<file path="config.mk">
export PLATFORM = sky130hd
export DESIGN_NAME = glpm_top
export DESIGN_NICKNAME = d
export VERILOG_FILES = /design/src/rtl/glpm_pkg.sv /design/src/rtl/glpm_top.sv
export VERILOG_INCLUDE_DIRS = /design/src /design/src/rtl
export SDC_FILE = /design/constraint.sdc
export NUM_CORES = 1
export LEC_CHECK = 0
export ABC_AREA = 1
export BUFFER_PORTS_ARGS = -buffer_cell sky130_fd_sc_hd__buf_2
export CAP_MARGIN = 20
export CORE_ASPECT_RATIO = 1.1
export CORE_MARGIN = 2
export CORE_UTILIZATION = 55
export DETAILED_ROUTE_END_ITERATION = 8
export HOLD_SLACK_MARGIN = 0.06
export PLACE_DENSITY = 0.78
export SLEW_MARGIN = 5
export SYNTH_ARGS = -nofsm -noshare
export SYNTH_HDL_FRONTEND = slang
export SYNTH_SLANG_ARGS = --single-unit
</file>
<file path="constraint.sdc">
create_clock -name CLK_SYS -period 4.69 [get_ports CLK_SYS]
set_clock_uncertainty 0.2 [all_clocks]
set_input_delay 0.938 -clock CLK_SYS [delete_from_list [all_inputs] [get_ports CLK_SYS]]
set_output_delay 0.938 -clock CLK_SYS [all_outputs]
set_load 0.02 [all_outputs]
</file>
<file path="src/rtl/glpm_cfg.svh">
// Constants for the lamp and general-purpose pin multiplexer
`ifndef GLPM_CFG_SVH
`define GLPM_CFG_SVH
// ------------------------------------------------------------
// Timing
// ------------------------------------------------------------
`define GLPM_CLK_HZ 20000000
`define GLPM_MS_PER_S 1000
`define GLPM_BLINK_MS 80
`define GLPM_BLINK_CYCLES (`GLPM_CLK_HZ / `GLPM_MS_PER_S * `GLPM_BLINK_MS)
// ------------------------------------------------------------
// Pin and synchroniser bit positions
// ------------------------------------------------------------
`define GLPM_PIN_SPEED 0
`define GLPM_PIN_LINK 1
`define GLPM_PIN_DUPLEX 2
`define GLPM_SYNC_W 8
`define GLPM_SY_RX_DV 0
`define GLPM_SY_RX_CLK 1
`define GLPM_SY_TX_EN 2
`define GLPM_SY_TX_CLK 3
`define GLPM_SY_GPIO_LO 4
`define GLPM_SY_GPIO_HI 6
`define GLPM_SY_MEM_DATA 7
// ------------------------------------------------------------
// Levels and reset values
// ------------------------------------------------------------
`define GLPM_SEL_IDLE 1'b0
`define GLPM_RST_BIT 1'b0
`define GLPM_RST_VEC3 3'h0
`define GLPM_RST_SYNC 8'h00
`define GLPM_LAMP_OFF 3'h7
`endif

</file>
<file path="src/rtl/glpm_pkg.sv">
// Types for the lamp and general-purpose pin multiplexer
package glpm_pkg;
	// Drive style of a general-purpose pin
	typedef enum logic [1:0] {
		GLPM_DRV_IN = 2'h0,
		GLPM_DRV_PP = 2'h1,
		GLPM_DRV_OD = 2'h2,
		GLPM_DRV_RSV = 2'h3
	} glpm_drive_type;
	// Role of a configuration-memory pin
	typedef enum logic [1:0] {
		GLPM_FN_MEM = 2'h0,
		GLPM_FN_GPO = 2'h1,
		GLPM_FN_MON_SIG = 2'h2,
		GLPM_FN_MON_CLK = 2'h3
	} glpm_fn_type;
	// Activity blink sequencer, one-hot
	typedef enum logic [2:0] {
		GLPM_BL_SOLID = 3'h1,
		GLPM_BL_DARK = 3'h2,
		GLPM_BL_HOLD = 3'h4
	} glpm_blink_type;
	// Per-pin configuration
	typedef struct packed {
		logic lamp_en;
		glpm_drive_type drive;
		logic out_val;
	} glpm_pin_cfg_type;
	// Configuration-memory pin roles
	typedef struct packed {
		glpm_fn_type clk_fn;
		logic gp_output_b;
		glpm_fn_type data_fn;
		logic gp_output_a;
	} glpm_alt_cfg_type;
	// Link status from the internal transceiver
	typedef struct packed {
		logic link_up;
		logic speed_10;
		logic autoneg_busy;
		logic full_duplex;
		logic activity;
	} glpm_phy_stat_type;
	// Drive from the configuration-memory controller
	typedef struct packed {
		logic clk;
		logic sel;
		logic data_o;
		logic data_oe;
	} glpm_mem_drv_type;
endpackage

</file>
<file path="src/rtl/glpm_top.sv">
// Lamp, general-purpose pin and configuration-memory pin multiplexer
`timescale 1ns/1ps
`include "glpm_cfg.svh"

// Summary of operation
// - Memory clock pin: output or receive monitor
// - Memory select idle while pins repurposed
// - Memory clock pin has no input role
// - Each GPIO is push-pull, open-drain or input
// - Lamp role drives open-drain, low means on
// - Speed lamp released only at 10 Mb/s
// - Link lamp low while link valid, except in the dark blink phase
// - Activity: 80 ms dark, 80 ms lit, repeat
// - Duplex lamp low in full duplex
// - Memory data pin: output or transmit monitor
module glpm_top #(
	parameter int BLINK_CYCLES = `GLPM_BLINK_CYCLES
) (
	input wire logic CLK_SYS,
	input wire logic SRST,
	input wire logic CFG_LOAD,
	input wire glpm_pkg::glpm_pin_cfg_type [2:0] GPIO_CFG,
	input wire glpm_pkg::glpm_alt_cfg_type ALT_CFG,
	input wire glpm_pkg::glpm_phy_stat_type PHY_STAT,
	input wire glpm_pkg::glpm_mem_drv_type MEM_DRV,
	input wire logic MII_RX_DV,
	input wire logic MII_RX_CLK,
	input wire logic MII_TX_EN,
	input wire logic MII_TX_CLK,
	input wire logic [2:0] GPIO_I,
	output logic [2:0] GPIO_O,
	output logic [2:0] GPIO_OE,
	output logic [2:0] GPIO_IN_VAL,
	output logic CFG_MEM_CLOCK_PIN,
	output logic CFG_MEM_SELECT,
	input wire logic CFG_MEM_DATA_PIN_I,
	output logic CFG_MEM_DATA_PIN_O,
	output logic CFG_MEM_DATA_PIN_OE,
	output logic CFG_MEM_DATA_IN
);
	import glpm_pkg::*;

	localparam int CW = $clog2(BLINK_CYCLES + 1);

	// ------------------------------------------------------------
	// Elaboration checks
	// ------------------------------------------------------------
	generate
		if (BLINK_CYCLES < 1) begin : g_bad_blink
			$error("BLINK_CYCLES must be at least one");
		end
	endgenerate

	// ------------------------------------------------------------
	// State
	// ------------------------------------------------------------
	glpm_pin_cfg_type [2:0] pin_cfg_reg, pin_cfg_next; // Loaded config
	glpm_alt_cfg_type alt_cfg_reg, alt_cfg_next; // Memory pin roles
	logic [`GLPM_SYNC_W-1:0] sync1_reg, sync1_next; // First stage only
	logic [`GLPM_SYNC_W-1:0] sync2_reg, sync2_next; // Safe to read
	glpm_blink_type blink_reg, blink_next; // Activity sequencer
	logic [CW-1:0] cnt_reg, cnt_next; // Phase timer
	logic pend_reg, pend_next; // Activity seen while lit
	logic [2:0] gpio_o_next, gpio_oe_next, gpio_in_next;
	logic mclk_next, msel_next, mdo_next, mdoe_next, mdin_next;
	logic [2:0] lamp_n; // Lamp level, high means released
	logic [CW-1:0] cnt_load; // Reload value, one less than the phase length

	assign cnt_load = CW'(BLINK_CYCLES - 1);

	// ------------------------------------------------------------
	// Configuration capture
	// ------------------------------------------------------------
	// Held until software loads new values, so reset defaults stick
	always_comb begin
		pin_cfg_next = pin_cfg_reg;
		alt_cfg_next = alt_cfg_reg;
		if (CFG_LOAD) begin
			pin_cfg_next = GPIO_CFG;
			alt_cfg_next = ALT_CFG;
		end
		// Pins crossing from outside go through two flops
		sync1_next = {CFG_MEM_DATA_PIN_I, GPIO_I, MII_TX_CLK, MII_TX_EN,
			MII_RX_CLK, MII_RX_DV};
		sync2_next = sync1_reg;
	end

	// ------------------------------------------------------------
	// Activity blink sequencer
	// ------------------------------------------------------------
	// Activity during the dark phase is absorbed; activity during the
	// lit phase is remembered so the next blink follows at once.
	always_comb begin
		blink_next = blink_reg;
		cnt_next = cnt_reg;
		pend_next = pend_reg;
		if (!PHY_STAT.link_up) begin
			// No link: back to rest, nothing pending
			blink_next = GLPM_BL_SOLID;
			cnt_next = '0;
			pend_next = 1'b0;
		end else begin
			case (blink_reg)
				GLPM_BL_SOLID: begin
					if (PHY_STAT.activity) begin
						blink_next = GLPM_BL_DARK;
						cnt_next = cnt_load;
					end
				end
				GLPM_BL_DARK: begin
					if (cnt_reg == '0) begin
						blink_next = GLPM_BL_HOLD;
						cnt_next = cnt_load;
						pend_next = 1'b0;
					end else begin
						cnt_next = cnt_reg - 1'b1;
					end
				end
				GLPM_BL_HOLD: begin
					// Activity on the final lit cycle still starts the next dark phase
					pend_next = pend_reg | PHY_STAT.activity;
					if (cnt_reg == '0) begin
						if (pend_reg || PHY_STAT.activity) begin
							blink_next = GLPM_BL_DARK;
							cnt_next = cnt_load;
						end else begin
							blink_next = GLPM_BL_SOLID;
						end
						pend_next = 1'b0;
					end else begin
						cnt_next = cnt_reg - 1'b1;
					end
				end
				default: begin
					blink_next = GLPM_BL_SOLID;
					cnt_next = '0;
					pend_next = 1'b0;
				end
			endcase
		end
	end

	// ------------------------------------------------------------
	// Lamp levels
	// ------------------------------------------------------------
	always_comb begin
		// Released only when linked at 10 Mb/s with negotiation done
		lamp_n[`GLPM_PIN_SPEED] = PHY_STAT.link_up & PHY_STAT.speed_10 &
			~PHY_STAT.autoneg_busy;
		// Lit on link, released during the dark blink phase
		lamp_n[`GLPM_PIN_LINK] = ~(PHY_STAT.link_up &
			(blink_reg != GLPM_BL_DARK));
		lamp_n[`GLPM_PIN_DUPLEX] = ~(PHY_STAT.link_up &
			PHY_STAT.full_duplex);
	end

	// ------------------------------------------------------------
	// Pin drive
	// ------------------------------------------------------------
	// All pins see registered drive, so pin edges never glitch
	always_comb begin
		gpio_o_next = `GLPM_RST_VEC3;
		gpio_oe_next = `GLPM_RST_VEC3;
		for (int i = 0; i < 3; i++) begin
			if (pin_cfg_reg[i].lamp_en) begin
				gpio_oe_next[i] = ~lamp_n[i];
			end else begin
				case (pin_cfg_reg[i].drive)
					GLPM_DRV_PP: begin
						gpio_o_next[i] = pin_cfg_reg[i].out_val;
						gpio_oe_next[i] = 1'b1;
					end
					GLPM_DRV_OD: begin
						gpio_oe_next[i] = ~pin_cfg_reg[i].out_val;
					end
					default: begin
						// Input or unused code: pin left floating
						gpio_oe_next[i] = 1'b0;
					end
				endcase
			end
		end
		gpio_in_next = sync2_reg[`GLPM_SY_GPIO_HI:`GLPM_SY_GPIO_LO];
		// Clock pin is output only; its sampled level is never used
		case (alt_cfg_reg.clk_fn)
			GLPM_FN_GPO: mclk_next = alt_cfg_reg.gp_output_b;
			GLPM_FN_MON_SIG: mclk_next = sync2_reg[`GLPM_SY_RX_DV];
			GLPM_FN_MON_CLK: mclk_next = sync2_reg[`GLPM_SY_RX_CLK];
			default: mclk_next = MEM_DRV.clk;
		endcase
		case (alt_cfg_reg.data_fn)
			GLPM_FN_GPO: mdo_next = alt_cfg_reg.gp_output_a;
			GLPM_FN_MON_SIG: mdo_next = sync2_reg[`GLPM_SY_TX_EN];
			GLPM_FN_MON_CLK: mdo_next = sync2_reg[`GLPM_SY_TX_CLK];
			default: mdo_next = MEM_DRV.data_o;
		endcase
		// Repurposed data pin is always driven
		mdoe_next = (alt_cfg_reg.data_fn == GLPM_FN_MEM) ?
			MEM_DRV.data_oe : 1'b1;
		// Either pin repurposed: memory must never see a select
		msel_next = (alt_cfg_reg.clk_fn == GLPM_FN_MEM &&
			alt_cfg_reg.data_fn == GLPM_FN_MEM) ?
			MEM_DRV.sel : `GLPM_SEL_IDLE;
		mdin_next = sync2_reg[`GLPM_SY_MEM_DATA];
	end

	// ------------------------------------------------------------
	// Registers
	// ------------------------------------------------------------
	always_ff @(posedge CLK_SYS) begin
		if (SRST) begin
			// Default roles: inputs, no lamps, memory owns its pins
			for (int i = 0; i < 3; i++) begin
				pin_cfg_reg[i] <= '{lamp_en: `GLPM_RST_BIT,
					drive: GLPM_DRV_IN, out_val: `GLPM_RST_BIT};
			end
			alt_cfg_reg <= '{clk_fn: GLPM_FN_MEM, gp_output_b: `GLPM_RST_BIT,
				data_fn: GLPM_FN_MEM, gp_output_a: `GLPM_RST_BIT};
			sync1_reg <= `GLPM_RST_SYNC;
			sync2_reg <= `GLPM_RST_SYNC;
			blink_reg <= GLPM_BL_SOLID;
			cnt_reg <= '0;
			pend_reg <= `GLPM_RST_BIT;
			GPIO_O <= `GLPM_RST_VEC3;
			GPIO_OE <= `GLPM_RST_VEC3;
			GPIO_IN_VAL <= `GLPM_RST_VEC3;
			CFG_MEM_CLOCK_PIN <= `GLPM_RST_BIT;
			CFG_MEM_SELECT <= `GLPM_SEL_IDLE;
			CFG_MEM_DATA_PIN_O <= `GLPM_RST_BIT;
			CFG_MEM_DATA_PIN_OE <= `GLPM_RST_BIT;
			CFG_MEM_DATA_IN <= `GLPM_RST_BIT;
		end else begin
			pin_cfg_reg <= pin_cfg_next;
			alt_cfg_reg <= alt_cfg_next;
			sync1_reg <= sync1_next;
			sync2_reg <= sync2_next;
			blink_reg <= blink_next;
			cnt_reg <= cnt_next;
			pend_reg <= pend_next;
			GPIO_O <= gpio_o_next;
			GPIO_OE <= gpio_oe_next;
			GPIO_IN_VAL <= gpio_in_next;
			CFG_MEM_CLOCK_PIN <= mclk_next;
			CFG_MEM_SELECT <= msel_next;
			CFG_MEM_DATA_PIN_O <= mdo_next;
			CFG_MEM_DATA_PIN_OE <= mdoe_next;
			CFG_MEM_DATA_IN <= mdin_next;
		end
	end
endmodule

</file>
==> results.tsv <==
metric	value	unit
worst slew pin tran	917.1	ps
register area	0.001461	mm^2
Most Frequent Cell on Critical Path	nor2_1	
DR vias	2889	
area of the multi-input gates	0.001544	mm^2
crit start category	primary input	
critical path's top delay family	buffers and inverters	
synth warn	0	
crit path max fanout	32	
Slew Viols, Final	0	
Crit Path Class	primary input to register	
crit path buf inv count	2	
Setup Buffers After CTS	0	
synth top area cells	dfxtp_1, nand2_1, nor2_1	
P&R area growth vs syn	14.24	%
post-route ant nets	0	
flops & latches, synth	73	
GRT Total Usage	0.2124	
die width	78.20	um
arrival time worst endpoint	2360	ps
WL per Instance	11.27	um
worst skew pair latency	350	ps
Layout Nets	548	
CP peak stage delay	700	ps
CTS tree	done	
Largest register FFs	21	
fmax	425.6	MHz
Psw	448.7	uW
Buffers on Ports	51	
cells along the critical path	buf_2 > nor2_1 > inv_1 > nor2_1	
part of the cycle the worst path needs	0.5009	
post-synthesis async set-or-reset flop share	0	
global-route wire length before repair	11330	um
H-tree Lvls	3	
Clock Sinks	73	
TritonRoute pass-1 iters	5	
cell count after synthesis	451	
Synth cell types	34	
row cnt	29	
final setup fails	0	
total die area	0.006695	mm^2
Synth top area share	0.4388	
DRT Wirelength	6593	um
DR vias/cell	4.938	
deepest clock path buffer count	2	
most frequent cells after synthesis	nand2_1, dfxtp_1, nor2_1, inv_1, a21oi_1	
top_reg_cell synth	dfxtp_1	
Max-slew headroom	0.3879	
clk root buf	clkbuf_8	
FF-to-FF setup slack	2770	ps
post-cts repair resize count	0	
vias in the first global route	2666	
PD cells	366.6	mW/mm^2
Seq pwr share	0.483	
grt ovf	0	
clock share of power	0.329	
Post-CTS Hold Fix Bufs	0	
# IOs	52	
Die H	85.62	um
Fillers	505	
Avg Inst Size Synth	7.385	um^2
Critical Path Slowest Stage Cell	inv_1	
Starting DRT DRC Count	145	
initial antenna violation count	0	
number of diodes	0	
Hold Crit Class	register to register	
Combinational Power Share	0.188	
run status	finished, final reports clean	
Starting Density	0.5737	
RSZ-0062 raised after global routing	false	
max-cap viol count	0	
WP data required	4700	ps
Post-synth EDFFs	0	
crit end category	register	
Internal Power	946.0	uW
DRC Markers	0	
top-count cell post-synth	nand2_1	
Setup TNS Final	0	ps
core box area	0.005806	mm^2
Finished Core Util	0.6554	
Seq/Total Area, Yosys	0.4388	
layout cell share with drive strength beyond 1	0.2087	
Max VDD drop	0.2595	mV
Synth area leader	dfxtp_1	
Num CTS Buffers	9	
Worst-path clk slew	90	ps
GPL Wtd Cong	0.9184	
hpwl dp	4751	um
pin count of the biggest net entering global routing	35	
Hold Vio Cnt, Final	0	
total power	1395	uW
Leak	0.001796	uW
cell area after synthesis	0.003331	mm^2
Switching Share	0.3217	
post-route minimum period	2349	ps
post-synth net total	496	
-- placed cells by master, fill, tap and decap left out, types with 2 or more instances in the layout --
master,synthesis,final
inv_6,0,2
xor2_1,5,5
buf_2,0,51
nand3_2,2,2
ha_1,7,7
nand2_1,80,80
a21o_1,2,2
a21oi_1,32,32
nand4_1,6,6
nor4_1,3,3
inv_1,66,66
clkbuf_8,0,9
a21oi_2,10,10
nor2_2,6,6
nand3_1,24,24
nand2_4,2,2
nand2_2,9,9
nor2_1,72,72
inv_2,4,4
clkinvlp_4,0,2
dfxtp_1,73,73
nor3_1,4,4
o21ai_0,20,20
nor2_4,3,3
clkinv_4,0,2
xnor2_1,2,2
-- tightest hold or removal path, delay by kind of cell, from the launching register on --
| family | cells | cell delay [ps] |
|---|---|---|
| flops | 1 | 300 |
| simple gates | 1 | 30 |
| buf+inv | 1 | 40 |
-- routing by layer --
metal / track usage / part of all wire / vias to the layer above
met4: 0.1069 / 0.022 / 0
li1: - / - / 1525
met5: 0 / 0 / -
met1: 0.2520 / 0.43 / 1285
met2: 0.3597 / 0.50 / 66
met3: 0.05053 / 0.050 / 13
-- cells by family after synthesis --
kind of cell	share of synthesized area
XOR/XNOR	0.01841
flip-flops	0.4388
AND/OR/NAND/NOR	0.2998
AO/OA/AOI/OAI	0.1191
adder cells (fa/ha/maj)	0.02629
buffers and inverters	0.09767
-- area by class of cell --
type,count,area share
tap,77,0.02532
sequential,73,0.3841
multi-input combinational,298,0.4058
inverter,70,0.06906
clock buffer,9,0.03256
clock inverter,7,0.01611
timing repair buffer,51,0.06708
-- path summary, 6_finish.rpt --
| kind | start | to | cells after the start |
|---|---|---|---|
| worst max-delay path | SRST | cnt_reg[20]$_SDFFE_PP0P_ | 4 |
| worst min-delay path | sync1_reg[2]$_SDFF_PP0_ | sync2_reg[2]$_SDFF_PP0_ | 2 |
| worst max register to register | cnt_reg[0]$_SDFFE_PP0P_ | pend_reg$_SDFFE_PP0P_ | 9 |
| worst min register to register | sync1_reg[2]$_SDFF_PP0_ | sync2_reg[2]$_SDFF_PP0_ | 2 |
-- through the flow --
stage	hold slack (ps)	instances	instance area [um^2]	setup WS [ps]
finish	201.3	585	3805	2341
global route	225.3	585	3805	2169
CTS	203.4	585	3805	2338
detailed placement	194.1	569	3620	1972
global placement	189.8	569	3620	1973
floorplan	188.3	451	3331	2520
-- power by group through the flow --
stage | Clock [uW] | Combinational [uW] | Sequential, uW
CTS | 470 | 263 | 674
detailed placement | 0 | 261 | 688
global placement | 0 | 253 | 687
floorplan | 0 | 198 | 691
global route | 499 | 298 | 679
finish | 458 | 262 | 674
(Power assumes the default switching activity.)
